$ cat src/nac_regs.vh
`ifndef NAC_REGS_VH
`define NAC_REGS_VH
// ----------------------------------------
// Register placement
// ----------------------------------------
`define NAC_CTRL_ADDR      8'h40
`define NAC_CTRL_BANK      1'b1
`define NAC_LOC_ADDR_BANK0 8'h00
`define NAC_BYTE_ADDR_BANK0 8'h01
`define NAC_BANK_ADDR      8'h02
`define NAC_PTR_ADDR       8'h03
`define NAC_IAP_ADDR       8'h04
`define NAC_IRQ_ADDR       8'h05
// ----------------------------------------
// Control bit positions and reset values
// ----------------------------------------
`define NAC_FETCH_BIT      0
`define NAC_FETCH_PERMIT   1
`define NAC_STORE_BIT      2
`define NAC_STORE_PERMIT   3
`define NAC_CTRL_RESET     8'h00
// Interrupt register bits
`define NAC_IRQ_GIE        0
`define NAC_IRQ_NIE        1
`define NAC_IRQ_MIE        2
`define NAC_IRQ_NFLAG      3
`define NAC_IRQ_MFLAG      4
// ----------------------------------------
// Array and timing
// ----------------------------------------
`define NAC_LOC_WIDTH      6
`define NAC_DEPTH          64
`define NAC_WTIMER_DIV     4
`define NAC_WTIMER_TICKS   8'h20
`define NAC_READ_CYCLES    2'h2
`endif

$ cat src/nac_wtimer.v
`timescale 1ns/1ps
// Write-cycle timer: a free-running divider stands in for the asynchronous
// timer, so the write length varies with the phase it starts in.
module nac_wtimer #(
    parameter DIV   = 4,
    parameter TICKS = 32
) (
    input  wire i_sys_clk, // System clock
    input  wire i_rst_n,   // Async reset, active low
    input  wire i_start,   // Start pulse
    output reg  o_busy,    // Cycle running
    output reg  o_done     // End pulse
);
    reg [7:0] div_reg;
    reg [7:0] tick_reg;
    wire      tick = (div_reg == DIV[7:0] - 8'h01);

    always @(posedge i_sys_clk or negedge i_rst_n) begin
        if (!i_rst_n) begin
            div_reg  <= 8'h00;
            tick_reg <= 8'h00;
            o_busy   <= 1'b0;
            o_done   <= 1'b0;
        end else begin
            div_reg <= tick ? 8'h00 : div_reg + 8'h01;
            o_done  <= 1'b0;
            if (i_start && !o_busy) begin
                o_busy   <= 1'b1;
                tick_reg <= 8'h00;
            end else if (o_busy && tick) begin
                if (tick_reg == TICKS[7:0] - 8'h01) begin
                    o_busy <= 1'b0;
                    o_done <= 1'b1;
                end
                tick_reg <= tick_reg + 8'h01;
            end
        end
    end
endmodule

$ cat src/nac_array.v
`timescale 1ns/1ps
// Byte array held in the block; one byte per access.
module nac_array #(
    parameter AW    = 6,
    parameter DEPTH = 64
) (
    input  wire          i_sys_clk, // System clock
    input  wire          i_we,      // Store strobe
    input  wire [AW-1:0] i_addr,    // Location
    input  wire [7:0]    i_wdata,   // Store byte
    output reg  [7:0]    o_rdata    // Fetched byte
);
    reg [7:0] mem [0:DEPTH-1];

    always @(posedge i_sys_clk) begin
        if (i_we) begin
            mem[i_addr] <= i_wdata;
        end
        o_rdata <= mem[i_addr];
    end
endmodule

$ cat src/nac_ctrl.v
`timescale 1ns/1ps
`include "nac_regs.vh"
// Functional notes
// [RQ1] Writes happen only while store_permit (bit 3) is high.
// [RQ2] Setting bit 2 starts a write; hardware clears it when done.
// [RQ3] Store trigger is ignored unless store_permit was already high.
// [RQ4] Reads happen only while fetch_permit (bit 1) is high.
// [RQ5] Setting bit 0 starts a read; hardware clears it when done.
// [RQ6] Fetch trigger is ignored unless fetch_permit was already high.
// [RQ7] Software never sets all four bits, nor both triggers, at once.
// [RQ8] Read fetches byte at nvm_location into nvm_byte before trigger clears.
// [RQ9] nvm_byte keeps read data until the next read or write.
// [RQ10] Software loads location and byte, sets permit, then trigger next.
// [RQ11] Software should mask global interrupts around write start.
// [RQ12] Write length set by a free-running timer; end shown by trigger clearing.
// [RQ13] Reset clears all four control bits, including store_permit.
// [RQ14] Reset selects bank 0, hiding the bank-1 control register.
// [RQ15] Write end sets nvm_irq_flag and the multi-function flag.
// [RQ16] Vector request only with all three enables set and stack not full.
// [RQ17] Service clears only the multi-function flag; software clears nvm_irq_flag.
// [RQ18] Software must not idle or sleep during an access.
// [RQ19] 64-byte array, 6-bit location, single-byte transfers.
// [RQ20] Control register at 40h of bank 1, reached via indirect pointer.
// [RQ21] Location and data are latched at write start.
module nac_ctrl #(
    parameter WT_DIV   = `NAC_WTIMER_DIV,
    parameter WT_TICKS = `NAC_WTIMER_TICKS
) (
    input  wire       i_sys_clk,   // System clock, 100 MHz
    input  wire       i_rst_n,     // Async reset, active low
    input  wire [7:0] i_addr,      // Special register address
    input  wire [7:0] i_wdata,     // Write data
    input  wire       i_wr,        // Write strobe, one cycle
    input  wire       i_rd,        // Read strobe, one cycle
    input  wire       i_stack_full,// Stack full from core
    input  wire       i_irq_ack,   // Vector taken, one cycle
    output reg  [7:0] o_rdata,     // Read data, valid cycle after i_rd
    output reg        o_irq_req,   // Vector request level
    output reg        o_busy       // Access in progress
);
    // ----------------------------------------
    // Registers
    // ----------------------------------------
    reg [5:0] nvm_location_reg;
    reg [7:0] nvm_byte_reg;
    reg       bank_select_reg;
    reg [7:0] indirect_pointer_reg;
    reg       store_permit_reg;
    reg       store_trig_reg;
    reg       fetch_permit_reg;
    reg       fetch_trig_reg;
    reg [2:0] irq_en_reg;
    reg       nvm_irq_flag_reg;
    reg       mf_flag_reg;
    reg [5:0] wloc_reg;
    reg [7:0] wbyte_reg;
    reg [1:0] rcnt_reg;
    reg       wstart_reg;
    reg       wbusy_seen_reg;

    wire       wt_busy;
    wire       wt_done;
    wire [7:0] arr_rdata;

    wire ctrl_sel = bank_select_reg == `NAC_CTRL_BANK && indirect_pointer_reg == `NAC_CTRL_ADDR; // RQ20
    wire ctrl_wr  = i_wr && i_addr == `NAC_IAP_ADDR && ctrl_sel;
    wire nw_store = i_wdata[`NAC_STORE_BIT];
    wire nw_fetch = i_wdata[`NAC_FETCH_BIT];
    // Trigger is accepted only from a permit already standing before this write
    wire start_w  = ctrl_wr && nw_store && !store_trig_reg && store_permit_reg
                    && i_wdata[`NAC_STORE_PERMIT] && !fetch_trig_reg; // RQ1 RQ3
    wire start_r  = ctrl_wr && nw_fetch && !fetch_trig_reg && fetch_permit_reg
                    && i_wdata[`NAC_FETCH_PERMIT] && !store_trig_reg && !start_w; // RQ4 RQ6
    wire w_end    = wbusy_seen_reg && wt_done;
    wire r_end    = fetch_trig_reg && rcnt_reg == `NAC_READ_CYCLES;
    wire [7:0] ctrl_val = {4'h0, store_permit_reg, store_trig_reg, fetch_permit_reg, fetch_trig_reg};

    nac_wtimer #(.DIV(WT_DIV), .TICKS(WT_TICKS)) u_wtimer (
        .i_sys_clk (i_sys_clk),
        .i_rst_n   (i_rst_n),
        .i_start   (wstart_reg),
        .o_busy    (wt_busy),
        .o_done    (wt_done)
    );

    nac_array #(.AW(`NAC_LOC_WIDTH), .DEPTH(`NAC_DEPTH)) u_array ( // RQ19
        .i_sys_clk (i_sys_clk),
        .i_we      (w_end),
        .i_addr    (store_trig_reg ? wloc_reg : nvm_location_reg),
        .i_wdata   (wbyte_reg),
        .o_rdata   (arr_rdata)
    );

    // ----------------------------------------
    // Control and data
    // ----------------------------------------
    always @(posedge i_sys_clk or negedge i_rst_n) begin
        if (!i_rst_n) begin
            nvm_location_reg     <= 6'h00;
            nvm_byte_reg         <= 8'h00;
            bank_select_reg      <= 1'b0; // RQ14
            indirect_pointer_reg <= 8'h00;
            store_permit_reg     <= 1'b0; // RQ13
            store_trig_reg       <= 1'b0;
            fetch_permit_reg     <= 1'b0;
            fetch_trig_reg       <= 1'b0;
            wloc_reg             <= 6'h00;
            wbyte_reg            <= 8'h00;
            rcnt_reg             <= 2'h0;
            wstart_reg           <= 1'b0;
            wbusy_seen_reg       <= 1'b0;
        end else begin
            wstart_reg <= start_w;
            if (wt_busy) begin
                wbusy_seen_reg <= 1'b1;
            end else if (w_end) begin
                wbusy_seen_reg <= 1'b0;
            end
            if (i_wr) begin
                case (i_addr)
                    `NAC_LOC_ADDR_BANK0:  nvm_location_reg <= i_wdata[5:0];
                    `NAC_BYTE_ADDR_BANK0: nvm_byte_reg     <= i_wdata;
                    `NAC_BANK_ADDR:       bank_select_reg  <= i_wdata[0];
                    `NAC_PTR_ADDR:        indirect_pointer_reg <= i_wdata;
                    default: ;
                endcase
            end
            if (ctrl_wr) begin
                store_permit_reg <= i_wdata[`NAC_STORE_PERMIT]; // RQ1
                fetch_permit_reg <= i_wdata[`NAC_FETCH_PERMIT]; // RQ4
            end
            // Writing a zero cannot cancel a running cycle; only hardware ends it
            if (start_w) begin
                store_trig_reg <= 1'b1; // RQ2
                wloc_reg       <= nvm_location_reg; // RQ21
                wbyte_reg      <= nvm_byte_reg;
            end else if (w_end) begin
                store_trig_reg <= 1'b0; // RQ2 RQ12
            end
            if (start_r) begin
                fetch_trig_reg <= 1'b1; // RQ5
                rcnt_reg       <= 2'h0;
            end else if (fetch_trig_reg) begin
                rcnt_reg <= rcnt_reg + 2'h1;
                if (r_end) begin
                    fetch_trig_reg <= 1'b0; // RQ5
                    nvm_byte_reg   <= arr_rdata; // RQ8 RQ9
                end
            end
        end
    end

    // ----------------------------------------
    // Interrupt flags
    // ----------------------------------------
    wire irq_wr = i_wr && i_addr == `NAC_IRQ_ADDR;

    always @(posedge i_sys_clk or negedge i_rst_n) begin
        if (!i_rst_n) begin
            irq_en_reg       <= 3'h0;
            nvm_irq_flag_reg <= 1'b0;
            mf_flag_reg      <= 1'b0;
            o_irq_req        <= 1'b0;
        end else begin
            if (irq_wr) begin
                irq_en_reg <= i_wdata[2:0];
            end
            // Set wins over a software clear in the same cycle
            if (w_end) begin
                nvm_irq_flag_reg <= 1'b1; // RQ15
                mf_flag_reg      <= 1'b1;
            end else begin
                if (irq_wr && !i_wdata[`NAC_IRQ_NFLAG]) begin
                    nvm_irq_flag_reg <= 1'b0; // RQ17
                end
                if ((irq_wr && !i_wdata[`NAC_IRQ_MFLAG]) || i_irq_ack) begin
                    mf_flag_reg <= 1'b0; // RQ17
                end
            end
            o_irq_req <= irq_en_reg[`NAC_IRQ_GIE] && irq_en_reg[`NAC_IRQ_NIE] && irq_en_reg[`NAC_IRQ_MIE]
                         && mf_flag_reg && nvm_irq_flag_reg && !i_stack_full && !i_irq_ack; // RQ16
        end
    end

    // ----------------------------------------
    // Read back
    // ----------------------------------------
    always @(posedge i_sys_clk or negedge i_rst_n) begin
        if (!i_rst_n) begin
            o_rdata <= 8'h00;
            o_busy  <= 1'b0;
        end else begin
            o_busy <= store_trig_reg || fetch_trig_reg || start_w || start_r;
            if (i_rd) begin
                case (i_addr)
                    `NAC_LOC_ADDR_BANK0:  o_rdata <= {2'h0, nvm_location_reg};
                    `NAC_BYTE_ADDR_BANK0: o_rdata <= nvm_byte_reg;
                    `NAC_BANK_ADDR:       o_rdata <= {7'h00, bank_select_reg};
                    `NAC_PTR_ADDR:        o_rdata <= indirect_pointer_reg;
                    `NAC_IAP_ADDR:        o_rdata <= ctrl_sel ? ctrl_val : 8'h00;
                    `NAC_IRQ_ADDR:        o_rdata <= {3'h0, mf_flag_reg, nvm_irq_flag_reg, irq_en_reg};
                    default:              o_rdata <= 8'h00;
                endcase
            end
        end
    end
endmodule

$ cat config.mk
export PLATFORM = sky130hd
export DESIGN_NAME = nac_ctrl
export DESIGN_NICKNAME = d
export VERILOG_FILES = /design/src/nac_wtimer.v /design/src/nac_array.v /design/src/nac_ctrl.v
export VERILOG_INCLUDE_DIRS = /design/src
export SDC_FILE = /design/constraint.sdc
export NUM_CORES = 1
export LEC_CHECK = 0
export ABC_AREA = 1
export BUFFER_PORTS_ARGS = -buffer_cell sky130_fd_sc_hd__buf_2
export CAP_MARGIN = 15
export CORE_MARGIN = 2
export CORE_UTILIZATION = 45
export CTS_CLUSTER_DIAMETER = 200
export CTS_CLUSTER_SIZE = 25
export DETAILED_ROUTE_END_ITERATION = 7
export GPL_TIMING_DRIVEN = 0
export PLACE_DENSITY_LB_ADDON = 0.05
export SETUP_SLACK_MARGIN = 0.2
export SYNTH_ARGS = -nofsm -noshare
export SYNTH_HDL_FRONTEND = slang
export SYNTH_SLANG_ARGS = --single-unit
$ cat constraint.sdc
create_clock -name i_sys_clk -period 2.8 [get_ports i_sys_clk]
set_input_delay 0.42 -clock i_sys_clk [delete_from_list [all_inputs] [get_ports i_sys_clk]]
set_output_delay 0.42 -clock i_sys_clk [all_outputs]
set_load 0.05 [all_outputs]
==> out/qor.csv <==
stage;metric;value;unit
status;status;finished clean;
setup_path;Critical Path Most Common Cell;inv_2;
sta;fin. max-slew vios;0;
sta;Final min period;2.52;ns
final_layout;multi-input logic area;0.00662;mm2
floorplan;Initial Util;45.5;%
sta;Max Clk Rate;0.396;GHz
cts;CTS Buffer Depth;3;
sta;setup tns final;0;ns
pwr;Logic pwr share;0.8;%
sta;hold violation count in the final report;0;
placement;hpwl dp;49.2;mm
setup_path;CP cell instances;buf_6 > o21ai_4 > inv_2 > nor3_4 > inv_2 > nor2_4;
final_layout;Reg with most FFs;u_array.mem;
grt;GR Util All Layers;24.1;%
synthesis;post-synthesis mux area share;0.343;%
sta;setup ws final;0.276;ns
cts;clock sink total;598;
setup_path;startpoint types;register;
final_layout;Post-Layout Cell Count;3517;
setup_path;Crit Path Class;register to register;
cts;CTS Root Cell;clkbuf_16;
synthesis;largest family of logic cells by synthesized area;simple AND/OR/NAND/NOR gates;
setup_path;Crit path required time;3.09;ns
setup_path;Crit Path Max Fanout;10;
grt;global route overflow;0;
pwr;Static Leakage;0.0133;uW
drt;WL/cell;20.5;um
placement;Final Wtd Congestion;0.901;
synthesis;Post-Synth Adder-Cell Area;0.143;%
final_layout;Syn-to-layout area delta;12.1;%
run;max cap viols;0;
setup_path;max incr delay on CP;0.47;ns
synthesis;Seq cells post-synth;598;
synthesis;synthesized-area fraction occupied by and/or/nand/nor cells;19.7;%
floorplan;# rows;88;
sta;unrepaired setup endpoints after global routing;false;
sta;Setup Viol. Count Final;0;
cts;Worst-path clk slew;0.11;ns
drt;final WL;72.0;mm
pwr;PD cells;482;mW/mm2
cts;CTS Buf Count;27;
synthesis;Yosys cell types;40;
drt;Final ANT Viol Nets;0;
setup_path;worst setup path endpoint;u_array.mem[25][4];
sta;Final Cycle Share;90.1;%
sta;hold slack;0.0868;ns
cts;Worst-Skew Late Latency;0.63;ns
pwr;register share of total power;67.4;%
setup_path;CP endpoint kind;register;
drt;Pre-antenna DRT Iters;7;
final_layout;register area;0.0175;mm2
synthesis;Post-synth ARST share;13.0;%
synthesis;Synth Area in XOR/XNOR;0.301;%
setup_path;Worst EP arrival;2.82;ns
pwr;clock share of power;31.7;%
cts;H-tree depth;1;
floorplan;die height;245;um
setup_path;critical path's slowest cell;dfrtp_2;
setup_path;R2R cell count;6;
floorplan;Die W;245;um
grt;first-pass GRT wire length;106;mm
pwr;net switching power;2810;uW
synthesis;post-synthesis sequential area ratio;66.7;%
sta;Worst Tran Pin Value;0.948;ns
drt;DR vias/cell;5.00;
synthesis;Post-Syn Nets;2659;
sta;Final Skew;0.0255;ns
final_layout;n_diodes;0;
synthesis;Post-Syn Area per Cell;9.96;um2
worst_hold_path;Worst Hold Class;primary input to register;
cts;CTS tree;built;
placement;IO buf count;30;
synthesis;mapped cell area;0.0262;mm2
floorplan;area of the core;0.0577;mm2
setup_path;worst r2r dst;u_array.mem[25][4];
synthesis;Most used DFF post-synth;edfxtp_1;
drt;total number of vias;17571;
sta;Rel. slew slack;36.8;%
grt;vias in the first global route;16591;
final_layout;Final nets;2767;
drt;initial drt markers;1551;
grt;antenna violations before repair;2;
placement;pre-CTS setup slack;-0.784;ns
pwr;P_int;11400;uW
setup_path;Reg2Reg Setup Slack;0.28;ns
pwr;maximum vdd drop;0.000582;V
setup_path;worst reg2reg startpoint;store_trig_reg;
synthesis;Synth Area in Compound Gates;2.47;%
synthesis;EDFF count, synth;512;
pwr;Net Sw Frac;19.8;%
floorplan;Die ar.;0.0602;mm2
synthesis;number of synthesis warnings;0;
final_layout;Filler cells;5354;
synthesis;post-synthesis cell count;2634;
placement;Placed Cells;3433;
floorplan;# IOs;32;
grt;largest net degree at the start of global routing;67;
drt;DRC viols;0;
final_layout;share of post-route cells with drive strength above 1;11.2;%
final_layout;number of flip-flops in the largest register;512;
setup_path;worst setup path startpoint;store_trig_reg;
kinds of logic after synthesis:
logic type / after synthesis
DFF: 598
xor gates and xnor gates: 9
and+or+nand+nor: 1232
buffers and inverters: 667
AOI/OAI and AO/OA: 117
muxes: 8
adders and majority gates: 3
synth_stat cells, drive strengths merged, types with 2 or more instances:
master,count,area share (%)
a21oi,8,0.15
nand4,29,0.69
mux2,8,0.34
clkinv,2,0.029
nand3,277,5.3
a21o,2,0.057
dfrtp,78,7.4
ha,3,0.14
dfxtp,8,0.61
xnor2,4,0.13
inv,573,8.2
o22ai,3,0.072
nand2,796,11
o211ai,8,0.23
xor2,5,0.17
o21ai,92,1.8
clkbuf,13,0.19
or2,2,0.048
edfxtp,512,59
nor2,111,1.6
nor3,15,0.56
buf,79,1.9
cell usage in the layout, fill, tap and decap left out, types with 10 or more instances in the layout:
master,Yosys,final
nor2_4,0,66
o21ai_0,51,51
inv_1,566,561
nand2_4,2,10
dfrtp_1,78,69
buf_4,33,59
nand4_1,29,29
buf_2,42,60
buf_12,0,21
nand3_1,276,276
nor2_1,109,41
clkbuf_16,0,27
nand2_1,791,783
edfxtp_1,512,512
o21ai_1,39,37
clkbuf_1,13,23
per-layer routing:
layer,global-route usage [%],wire length [um],vias to the layer above
li1,-,-,8528
met1,32.9,31000,8540
met2,42.1,36000,421
met3,1.86,3260,82
met4,5.76,1790,0
met5,0,0,-
worst min path at each step:
stage          slack (ns)             endpoint                 from  depth (start not counted)
2_1_floorplan        0.12      bank_select_reg              i_rst_n                          0
3_3_place_gp         0.45  u_wtimer.div_reg[0]  u_wtimer.div_reg[0]                          1
3_5_place_dp         0.29        irq_en_reg[1]              i_rst_n                          1
4_1_cts              0.07           o_rdata[4]                 i_rd                          3
5_1_grt               0.1           o_rdata[4]                 i_rd                          3
6_report             0.09     nvm_irq_flag_reg           i_wdata[3]                          3
layout make-up:
class,instances,area share (%)
clock inverter,2,0.0425
inverter,575,7.40
sequential,598,59.6
clock buffer,37,2.43
multi-input combinational,1369,22.5
tap,765,3.25
timing repair buffer,79,2.84
buffer,92,1.97
critical path: cells and delay by family (launching register included):
kind | cells | cell delay (ns)
flip-flops | 1 | 0.47
AND/OR/NAND/NOR | 2 | 0.71
AO/OA/AOI/OAI | 1 | 0.37
buffers and inverters | 3 | 0.63
per-stage QoR:
step / utilization [%] / cell area, um2 / power (uW)
after CTS: 50.6 / 29200 / 14300
after floorplan: - / 26200 / 9820
after global routing: 51.0 / 29400 / 14600
final: 51.0 / 29400 / 14200
after detailed placement: 47.6 / 27500 / 9890
after global placement: 47.4 / 27300 / 9880
power by group through the flow:
stage	clock network (uW)	registers (uW)	logic (uW)
finish	4500	9570	119
global route	4880	9570	137
CTS	4610	9570	121
detailed placement	0	9770	117
global placement	0	9770	108
floorplan	0	9760	50.4
repair_timing:
item	4_1_cts	5_1_grt
endpoints found under the hold margin	81	0
hold buffers	5	0
resized for setup	160	13
endpoints found under the setup margin	519	482
pin swaps	14	17
buffers inserted	30	10
No activity file was read; power rests on OpenSTA's default activity.
